<file path="src/verilog/rpsc_params.svh">
/*
 * Offsets, bit positions, reset values and response codes of the
 * reset pin strap capture block.
 * Assumes it is included by its bare name wherever these are needed.
 */
`ifndef RPSC_PARAMS_SVH
`define RPSC_PARAMS_SVH

// Byte addresses of the two capture registers
`define RPSC_ADDR_LOW 32'h40000000
`define RPSC_ADDR_HIGH 32'h40000004

// Width of the captured field in each register
`define RPSC_CAP_WIDTH 8

// Bit positions in the low capture register
`define RPSC_LOW_SER0_OUT 7
`define RPSC_LOW_SER0_IN 6
`define RPSC_LOW_SER0_CLK 5
`define RPSC_LOW_SER0_SEL 4
`define RPSC_LOW_SER0_ENA 3
`define RPSC_LOW_SER1_OUT 2
`define RPSC_LOW_SER1_IN 1
`define RPSC_LOW_SER1_CLK 0

// Bit positions in the high capture register
`define RPSC_HIGH_SER1_SEL 7
`define RPSC_HIGH_SER1_ENA 6
`define RPSC_HIGH_HOST_CS 5
`define RPSC_HIGH_HOST_D0 4
`define RPSC_HIGH_MEM_D16 3
`define RPSC_HIGH_TX_FS 2
`define RPSC_HIGH_RX_FS 1
`define RPSC_HIGH_AUD_D0 0

// AXI response codes
`define RPSC_RESP_OKAY 2'h0
`define RPSC_RESP_DECERR 2'h3

// Reset values
`define RPSC_EXT_RST_IDLE 1'h1
`define RPSC_RST_ZERO_32 32'h00000000
`define RPSC_RST_ZERO_2 2'h0
`define RPSC_RST_ZERO_1 1'h0

`endif

</file>
<file path="src/verilog/rpsc_pkg.sv">
/*
 * Types of the reset pin strap capture block: the strap pin bundle and
 * the packed state of the top module.
 * Assumes nothing of its surroundings.
 */
`default_nettype none

package rpsc_pkg;

    // Sixteen strap pins, packed so that bits 15:8 feed the high register
    typedef struct packed {
        logic audio_or_serial1_select_pin;
        logic audio_or_serial1_enable_pin;
        logic host_port_chip_select_pin;
        logic host_port_data_bit0_pin;
        logic memory_data16_or_host_addr0_pin;
        logic audio0_tx_frame_sync_pin;
        logic audio0_rx_frame_sync_pin;
        logic audio0_data_line0_pin;
        logic serial0_out_or_i2c0_data_pin;
        logic serial0_in_pin;
        logic serial0_clock_or_i2c0_clock_pin;
        logic serial0_select_or_i2c1_clock_pin;
        logic serial0_enable_or_i2c1_data_pin;
        logic audio_or_serial1_out_pin;
        logic audio_or_serial1_in_pin;
        logic audio_or_serial1_clock_pin;
    } rpsc_straps_t;

    // Whole state of the top module
    typedef struct packed {
        logic ext_meta;
        logic ext_sync;
        rpsc_straps_t pins_meta;
        rpsc_straps_t pins_sync;
        logic [7:0] cap_low;
        logic [7:0] cap_high;
        logic aw_have;
        logic w_have;
        logic [31:0] aw_addr;
        logic awready;
        logic wready;
        logic bvalid;
        logic [1:0] bresp;
        logic arready;
        logic rvalid;
        logic [31:0] rdata;
        logic [1:0] rresp;
    } rpsc_state_t;

endpackage : rpsc_pkg

`default_nettype wire

</file>
<file path="src/verilog/rpsc_top.sv">
/*
 * Reset pin strap capture: two read-only registers that hold the levels
 * of sixteen strap pins as they stood when the external reset pin rose,
 * reached over an AXI4-Lite slave port.
 * Assumes the strap pins and the external reset pin are asynchronous to
 * aclk, that aresetn is the system reset (which may come from watchdog
 * or debug sources, or overlap the external reset), and that the board
 * holds the external reset pin low for at least three aclk cycles.
 */
`timescale 1ns/1ps
`include "rpsc_params.svh"
`default_nettype none

module rpsc_top
(
    input wire logic aclk,
    input wire logic aresetn,
    input wire logic ext_reset_n_pin,
    input wire rpsc_pkg::rpsc_straps_t strap_pins,
    input wire logic [31:0] awaddr,
    input wire logic [2:0] awprot,
    input wire logic awvalid,
    output logic awready,
    input wire logic [31:0] wdata,
    input wire logic [3:0] wstrb,
    input wire logic wvalid,
    output logic wready,
    output logic [1:0] bresp,
    output logic bvalid,
    input wire logic bready,
    input wire logic [31:0] araddr,
    input wire logic [2:0] arprot,
    input wire logic arvalid,
    output logic arready,
    output logic [31:0] rdata,
    output logic [1:0] rresp,
    output logic rvalid,
    input wire logic rready
);
    import rpsc_pkg::*;

    // ****************************************************************
    // Address decode
    // ****************************************************************

    // Word match on one register; byte offset bits are not looked at
    function automatic logic rpsc_hit(input logic [31:0] addr, input logic [31:0] base);
        rpsc_hit = (addr[31:2] == base[31:2]);
    endfunction : rpsc_hit

    // Response code for an access to the given address
    function automatic logic [1:0] rpsc_resp(input logic [31:0] addr);
        if (rpsc_hit(addr, `RPSC_ADDR_LOW) || rpsc_hit(addr, `RPSC_ADDR_HIGH))
        begin
            rpsc_resp = `RPSC_RESP_OKAY;
        end
        else
        begin
            rpsc_resp = `RPSC_RESP_DECERR;
        end
    endfunction : rpsc_resp

    // Read data for the given address; reserved bits read as zero
    function automatic logic [31:0] rpsc_rdata(
        input logic [31:0] addr,
        input logic [7:0] lo,
        input logic [7:0] hi
    );
        rpsc_rdata = `RPSC_RST_ZERO_32;
        if (rpsc_hit(addr, `RPSC_ADDR_LOW))
        begin
            rpsc_rdata[`RPSC_CAP_WIDTH-1:0] = lo;
        end
        else if (rpsc_hit(addr, `RPSC_ADDR_HIGH))
        begin
            rpsc_rdata[`RPSC_CAP_WIDTH-1:0] = hi;
        end
    endfunction : rpsc_rdata

    // ****************************************************************
    // State
    // ****************************************************************

    rpsc_state_t s_reg;
    rpsc_state_t s_next;
    logic aw_take;
    logic w_take;
    logic ar_take;

    // Handshakes of this cycle
    assign aw_take = awvalid && s_reg.awready;
    assign w_take = wvalid && s_reg.wready;
    assign ar_take = arvalid && s_reg.arready;

    // ****************************************************************
    // Next state
    // ****************************************************************

    // Synchronisers, capture tracking and the bus slave
    always_comb
    begin
        s_next = s_reg;

        // Two stages for every asynchronous pin; stage one feeds stage two only
        s_next.ext_meta = ext_reset_n_pin;
        s_next.ext_sync = s_reg.ext_meta;
        s_next.pins_meta = strap_pins;
        s_next.pins_sync = s_reg.pins_meta;

        // Follow the pins while the external reset is held low. Both the
        // reset level and the pins pass the same two stages, so the value
        // frozen at the rise is the one that stood at the reset release.
        if (!s_reg.ext_sync)
        begin
            s_next.cap_low[`RPSC_LOW_SER0_OUT] =
                s_reg.pins_sync.serial0_out_or_i2c0_data_pin;
            s_next.cap_low[`RPSC_LOW_SER0_IN] =
                s_reg.pins_sync.serial0_in_pin;
            s_next.cap_low[`RPSC_LOW_SER0_CLK] =
                s_reg.pins_sync.serial0_clock_or_i2c0_clock_pin;
            s_next.cap_low[`RPSC_LOW_SER0_SEL] =
                s_reg.pins_sync.serial0_select_or_i2c1_clock_pin;
            s_next.cap_low[`RPSC_LOW_SER0_ENA] =
                s_reg.pins_sync.serial0_enable_or_i2c1_data_pin;
            s_next.cap_low[`RPSC_LOW_SER1_OUT] =
                s_reg.pins_sync.audio_or_serial1_out_pin;
            s_next.cap_low[`RPSC_LOW_SER1_IN] =
                s_reg.pins_sync.audio_or_serial1_in_pin;
            s_next.cap_low[`RPSC_LOW_SER1_CLK] =
                s_reg.pins_sync.audio_or_serial1_clock_pin;
            s_next.cap_high[`RPSC_HIGH_SER1_SEL] =
                s_reg.pins_sync.audio_or_serial1_select_pin;
            s_next.cap_high[`RPSC_HIGH_SER1_ENA] =
                s_reg.pins_sync.audio_or_serial1_enable_pin;
            s_next.cap_high[`RPSC_HIGH_HOST_CS] =
                s_reg.pins_sync.host_port_chip_select_pin;
            s_next.cap_high[`RPSC_HIGH_HOST_D0] =
                s_reg.pins_sync.host_port_data_bit0_pin;
            s_next.cap_high[`RPSC_HIGH_MEM_D16] =
                s_reg.pins_sync.memory_data16_or_host_addr0_pin;
            s_next.cap_high[`RPSC_HIGH_TX_FS] =
                s_reg.pins_sync.audio0_tx_frame_sync_pin;
            s_next.cap_high[`RPSC_HIGH_RX_FS] =
                s_reg.pins_sync.audio0_rx_frame_sync_pin;
            s_next.cap_high[`RPSC_HIGH_AUD_D0] =
                s_reg.pins_sync.audio0_data_line0_pin;
        end
        // Otherwise both registers simply hold: nothing else writes them

        // Write address and data are taken in either order
        if (aw_take)
        begin
            s_next.aw_have = 1'h1;
            s_next.aw_addr = awaddr;
        end
        if (w_take)
        begin
            s_next.w_have = 1'h1;
        end

        // Response retires the write; a taken response frees the channels
        if (s_reg.bvalid && bready)
        begin
            s_next.bvalid = 1'h0;
        end
        if (s_reg.aw_have && s_reg.w_have && !s_reg.bvalid)
        begin
            // Registers are read only: write data never reaches them
            s_next.bvalid = 1'h1;
            s_next.bresp = rpsc_resp(s_reg.aw_addr);
            s_next.aw_have = 1'h0;
            s_next.w_have = 1'h0;
        end

        // Readies stay low while a beat is held or a response is pending
        s_next.awready = !s_next.aw_have && !s_next.bvalid;
        s_next.wready = !s_next.w_have && !s_next.bvalid;

        // Read answers one edge after the address is taken
        if (s_reg.rvalid && rready)
        begin
            s_next.rvalid = 1'h0;
        end
        if (ar_take)
        begin
            s_next.rvalid = 1'h1;
            s_next.rresp = rpsc_resp(araddr);
            s_next.rdata = rpsc_rdata(araddr, s_reg.cap_low, s_reg.cap_high);
        end
        s_next.arready = !s_next.rvalid;
    end

    // ****************************************************************
    // Registers
    // ****************************************************************

    // Capture bytes and pin synchronisers ignore aresetn on purpose: a
    // watchdog or debug reset must not disturb the bytes, and an external
    // reset that rises while aresetn is still low must still be captured.
    // The synchronisers keep following the pins, so leaving aresetn can
    // never look like a rise of the external reset.
    always_ff @(posedge aclk)
    begin
        if (!aresetn)
        begin
            s_reg.ext_meta <= s_next.ext_meta;
            s_reg.ext_sync <= s_next.ext_sync;
            s_reg.pins_meta <= s_next.pins_meta;
            s_reg.pins_sync <= s_next.pins_sync;
            s_reg.aw_have <= `RPSC_RST_ZERO_1;
            s_reg.w_have <= `RPSC_RST_ZERO_1;
            s_reg.aw_addr <= `RPSC_RST_ZERO_32;
            s_reg.awready <= `RPSC_RST_ZERO_1;
            s_reg.wready <= `RPSC_RST_ZERO_1;
            s_reg.bvalid <= `RPSC_RST_ZERO_1;
            s_reg.bresp <= `RPSC_RST_ZERO_2;
            s_reg.arready <= `RPSC_RST_ZERO_1;
            s_reg.rvalid <= `RPSC_RST_ZERO_1;
            s_reg.rdata <= `RPSC_RST_ZERO_32;
            s_reg.rresp <= `RPSC_RST_ZERO_2;
            s_reg.cap_low <= s_next.cap_low;
            s_reg.cap_high <= s_next.cap_high;
        end
        else
        begin
            s_reg <= s_next;
        end
    end

    // ****************************************************************
    // Outputs
    // ****************************************************************

    // Every output is a bit of the registered state
    assign awready = s_reg.awready;
    assign wready = s_reg.wready;
    assign bvalid = s_reg.bvalid;
    assign bresp = s_reg.bresp;
    assign arready = s_reg.arready;
    assign rvalid = s_reg.rvalid;
    assign rdata = s_reg.rdata;
    assign rresp = s_reg.rresp;

endmodule : rpsc_top

`default_nettype wire

</file>
<file path="config.mk">
export PLATFORM = sky130hd
export DESIGN_NAME = rpsc_top
export DESIGN_NICKNAME = d
export VERILOG_FILES = /design/src/verilog/rpsc_pkg.sv /design/src/verilog/rpsc_top.sv
export VERILOG_INCLUDE_DIRS = /design/src /design/src/verilog
export SDC_FILE = /design/constraint.sdc
export NUM_CORES = 1
export LEC_CHECK = 0
export BUFFER_PORTS_ARGS = -buffer_cell sky130_fd_sc_hd__buf_2
export CAP_MARGIN = 15
export CORE_UTILIZATION = 35
export DETAILED_ROUTE_END_ITERATION = 16
export PLACE_DENSITY = 0.65
export SLEW_MARGIN = 20
export SYNTH_ARGS = -nofsm -noshare
export SYNTH_HDL_FRONTEND = slang
export SYNTH_SLANG_ARGS = --single-unit
export TNS_END_PERCENT = 50
</file>
<file path="constraint.sdc">
create_clock -name aclk -period 1.3 [get_ports aclk]
set_clock_uncertainty 0.05 [all_clocks]
set_input_delay 0.13 -clock aclk [delete_from_list [all_inputs] [get_ports aclk]]
set_output_delay 0.13 -clock aclk [all_outputs]
set_load 0.1 [all_outputs]
</file>
==> impl_results.md <==
* CP Buf/Inv Count at 0
* H-tree levels at 3
* Arrival @ worst endpoint at 1.45 ns
* Clock transition at the registers of the reported paths at 0.10 ns
* Row count at 35
* Remaining global-route overflow at 0
* Post-synthesis instance total at 300
* Number of sinks on the clock net at 96
* Area fraction of the dominant cell type after synthesis at 0.480
* Largest register FFs at 64
* Number of nets still failing antenna checks after routing at 0
* Highest clock frequency the design can meet at about 800 MHz
* Share of the yosys chip area belonging to registers at 0.624
* Cell internal pwr at 0.00428 W
* Avg Inst Size Synth at roughly 11 um2
* Clock tree from TritonCTS: done
* Capture instance of the worst register-to-register path: bresp[0]
* Capturing element type of the critical path: flip-flop
* RSZ-0062 raised after global routing: no
* Worst reg-to-reg path cell count at 3
* I/O pins at 171
* CP required at 1.50 ns
* Global-route wire length before repair at ~10000 um
* Count of nets after finishing at about 570
* Power per unit of standard cell area at 1330 nW/um2
* Total number of vias at 2424
* Number of buffers inserted during clock tree synthesis at 9
* Crit Path Max Fanout at 2
* Final weighted congestion in routability-driven placement at 0.686
* Vias per cell at about 4.2
* Diodes inserted at 0
* Critical-path cell with the highest stage delay: sky130_fd_sc_hd__o311a_1
* Flops & latches, synth at 96
* Dominant delay contributor by cell family on the critical path: simple AND/OR/NAND/NOR gates
* Most instantiated cells after synthesis: sky130_fd_sc_hd__dfxtp_1 (80), sky130_fd_sc_hd__nand2_1 (61), sky130_fd_sc_hd__buf_4 (36)
* Area delta synth->final at 37.9%
* Leading area contributor after synthesis: sky130_fd_sc_hd__dfxtp_1
* Main synth FF type: sky130_fd_sc_hd__dfxtp_1
* Launching point of the worst reg2reg path: s_reg[72]
* Switch share at 0.300
* Summed area of non-filler cells in the final layout at 4600 um2
* Setup Viol. Count Final at 0
* Total of warnings raised by yosys at 0
* Setup Buffers After CTS at 0
* Fraction of layout instances using a drive strength above 1 at 0.318
* Most common cell in the netlist: sky130_fd_sc_hd__dfxtp_1
* DRC Markers at 0
* Placement Cell Area at 3830 um2
* Max-capacitance violation count at 0
* Hold Path Origin: rready
* Register-to-register path setup slack at 0.05 ns
* Final critical path time including I/O delays and setup at 1.25 ns
* Share of the core filled with cells in the final layout at 0.498
* Max IR drop VDD at roughly 750 uV
* Min-delay worst type: in2reg
* Longest Clk Path Bufs at 2
* Startpoint class of the critical path: flip-flop
* Instance count along the most critical hold path at 3
* Share of flip-flops with an asynchronous set or reset after synthesis at 0
* Clk Latency, worst-skew pair at around 0.35 ns
* Detailed Routing Iterations Pass 1 at 4
* Starting density of the core at 0.361
* Largest net degree at the start of global routing at 37
* Category of the critical setup timing path: reg2reg
* Routed length per placed instance at 11.0 um
* Number of filler cells placed in the layout at 863
* Port bufs at 99
* Part of the power in registers at 0.530
* EDFF count, synth at 16
* Synthesized cell area at about 3300 um2
* Placeable Area at slightly above 9000 um2
* Clock Power Share at 0.314
* Final hold violations at 0
* Antenna violations before repair at 0
* Overall die area at 9930 um2
* Post-synth cell types at 27
* Number of global-route vias before repair at 2236
* Count of final max-slew check failures at 0
* CP Cell Sequence: nor4_1, nand4_1, o311a_1
* Part of the power in combinational logic at 0.156
* Destination of the worst hold path: rvalid
* Maximum single-stage delay on the critical path at 0.34 ns
* Die Width at 99.6 um
* Net switching power figure at approximately 0.0018 W
* Leakage dissipation at 1.97 nW
* Result of the run: finished, final reports clean
* Final period util at 0.960
* Overall routing resource usage at 0.130
* Routed wire length at 6280 um
* Most area-consuming cells after synthesis: sky130_fd_sc_hd__dfxtp_1 (48%), sky130_fd_sc_hd__edfxtp_1 (14%), sky130_fd_sc_hd__buf_4 (8.1%)
* HPWL after detailed placement at 4170 um
* Number of violations reported at the end of detailed-routing iteration 0 at 49
* Clk Tree Root Cell: sky130_fd_sc_hd__clkbuf_8
* Die Y at roughly 100 um
cell type report:
| cell class | instances | area, um2 | share of cell area |
|---|---|---|---|
| clock inverters | 7 | 83.8 | 0.0182 |
| multi-input cells | 176 | 1060 | 0.230 |
| inverters | 1 | 3.75 | 0.000815 |
| well taps | 129 | 161 | 0.0351 |
| repair buffers | 154 | 1080 | 0.235 |
| flip-flops and latches | 96 | 2090 | 0.454 |
| clock buffers | 9 | 124 | 0.0269 |
metal layers:
layer	up-vias	global-route usage	part of all wire
met4	0	0.0588	0.018
met3	11	0.0309	0.045
met1	1082	0.152	0.45
met2	84	0.227	0.49
li1	1247	-	-
met5	-	0	0
tightest hold or removal path, delay by kind of cell:
family,cells,cell delay [ns]
AND/OR/NAND/NOR,1,0.11
buffers and inverters,1,0.08
AO/OA/AOI/OAI,1,0.08
cells by family after synthesis:
logic type / after synthesis / synth area share
compound gates: 42 / 0.0982
buf+inv: 51 / 0.0982
flops: 96 / 0.624
mux: 8 / 0.0240
other cells: 1 / 0.00112
simple gates: 102 / 0.154
power by group through the flow:
stage                     clock network, W  registers, W  logic (W)
final                              0.00192       0.00324   0.000957
after global routing               0.00213       0.00326    0.00102
after floorplan                          0       0.00337   0.000609
after CTS                          0.00200       0.00324   0.000947
after detailed placement                 0       0.00330   0.000828
after global placement                   0       0.00330   0.000819
worst max-delay path by stage:
| stage | to | startpoint | cells after the start |
|---|---|---|---|
| after floorplan | wready | wready | 2 |
| after global placement | rresp[0] | araddr[22] | 4 |
| after detailed placement | rdata[7] | araddr[26] | 4 |
| after CTS | bresp[0] | bresp[0] | 1 |
| after global routing | rdata[0] | arready | 2 |
| final | bresp[0] | s_reg[72] | 3 |
cells in the final DEF, fill, tap and decap left out, types with 7 or more instances in the layout:
cell	synthesis	final
sky130_fd_sc_hd__a21boi_0	7	7
sky130_fd_sc_hd__a21boi_1	24	24
sky130_fd_sc_hd__buf_2	1	82
sky130_fd_sc_hd__buf_4	36	24
sky130_fd_sc_hd__clkbuf_8	0	9
sky130_fd_sc_hd__conb_1	1	24
sky130_fd_sc_hd__dfxtp_1	80	75
sky130_fd_sc_hd__dlygate4sd3_1	0	47
sky130_fd_sc_hd__edfxtp_1	16	16
sky130_fd_sc_hd__mux2i_1	8	8
sky130_fd_sc_hd__nand2_1	61	61
sky130_fd_sc_hd__nand3_1	9	9
sky130_fd_sc_hd__o41ai_1	8	7
timing repair:
action / in CTS / in global routing
endpoints found under the hold margin: 47 / 0
hold buffers: 47 / 0
pin swaps: 0 / 4
resized for setup: 16 / 12
endpoints found under the setup margin: 18 / 6
per-stage QoR:
step / TNS [ns] / power [W] / instances / hold slack, ns / setup slack, ns
after global placement: -0.668 / 0.00412 / 509 / 0.182 / -0.0939
after floorplan: -1.34 / 0.00398 / 323 / 0.108 / -0.149
after CTS: -0.106 / 0.00618 / 572 / 0.00577 / -0.0541
after detailed placement: -0.847 / 0.00413 / 509 / 0.184 / -0.114
after global routing: 0 / 0.00641 / 572 / 0.0155 / 0.00684
final: 0 / 0.00612 / 572 / 0.0381 / 0.0517
No activity file was read; power rests on OpenSTA's default activity.
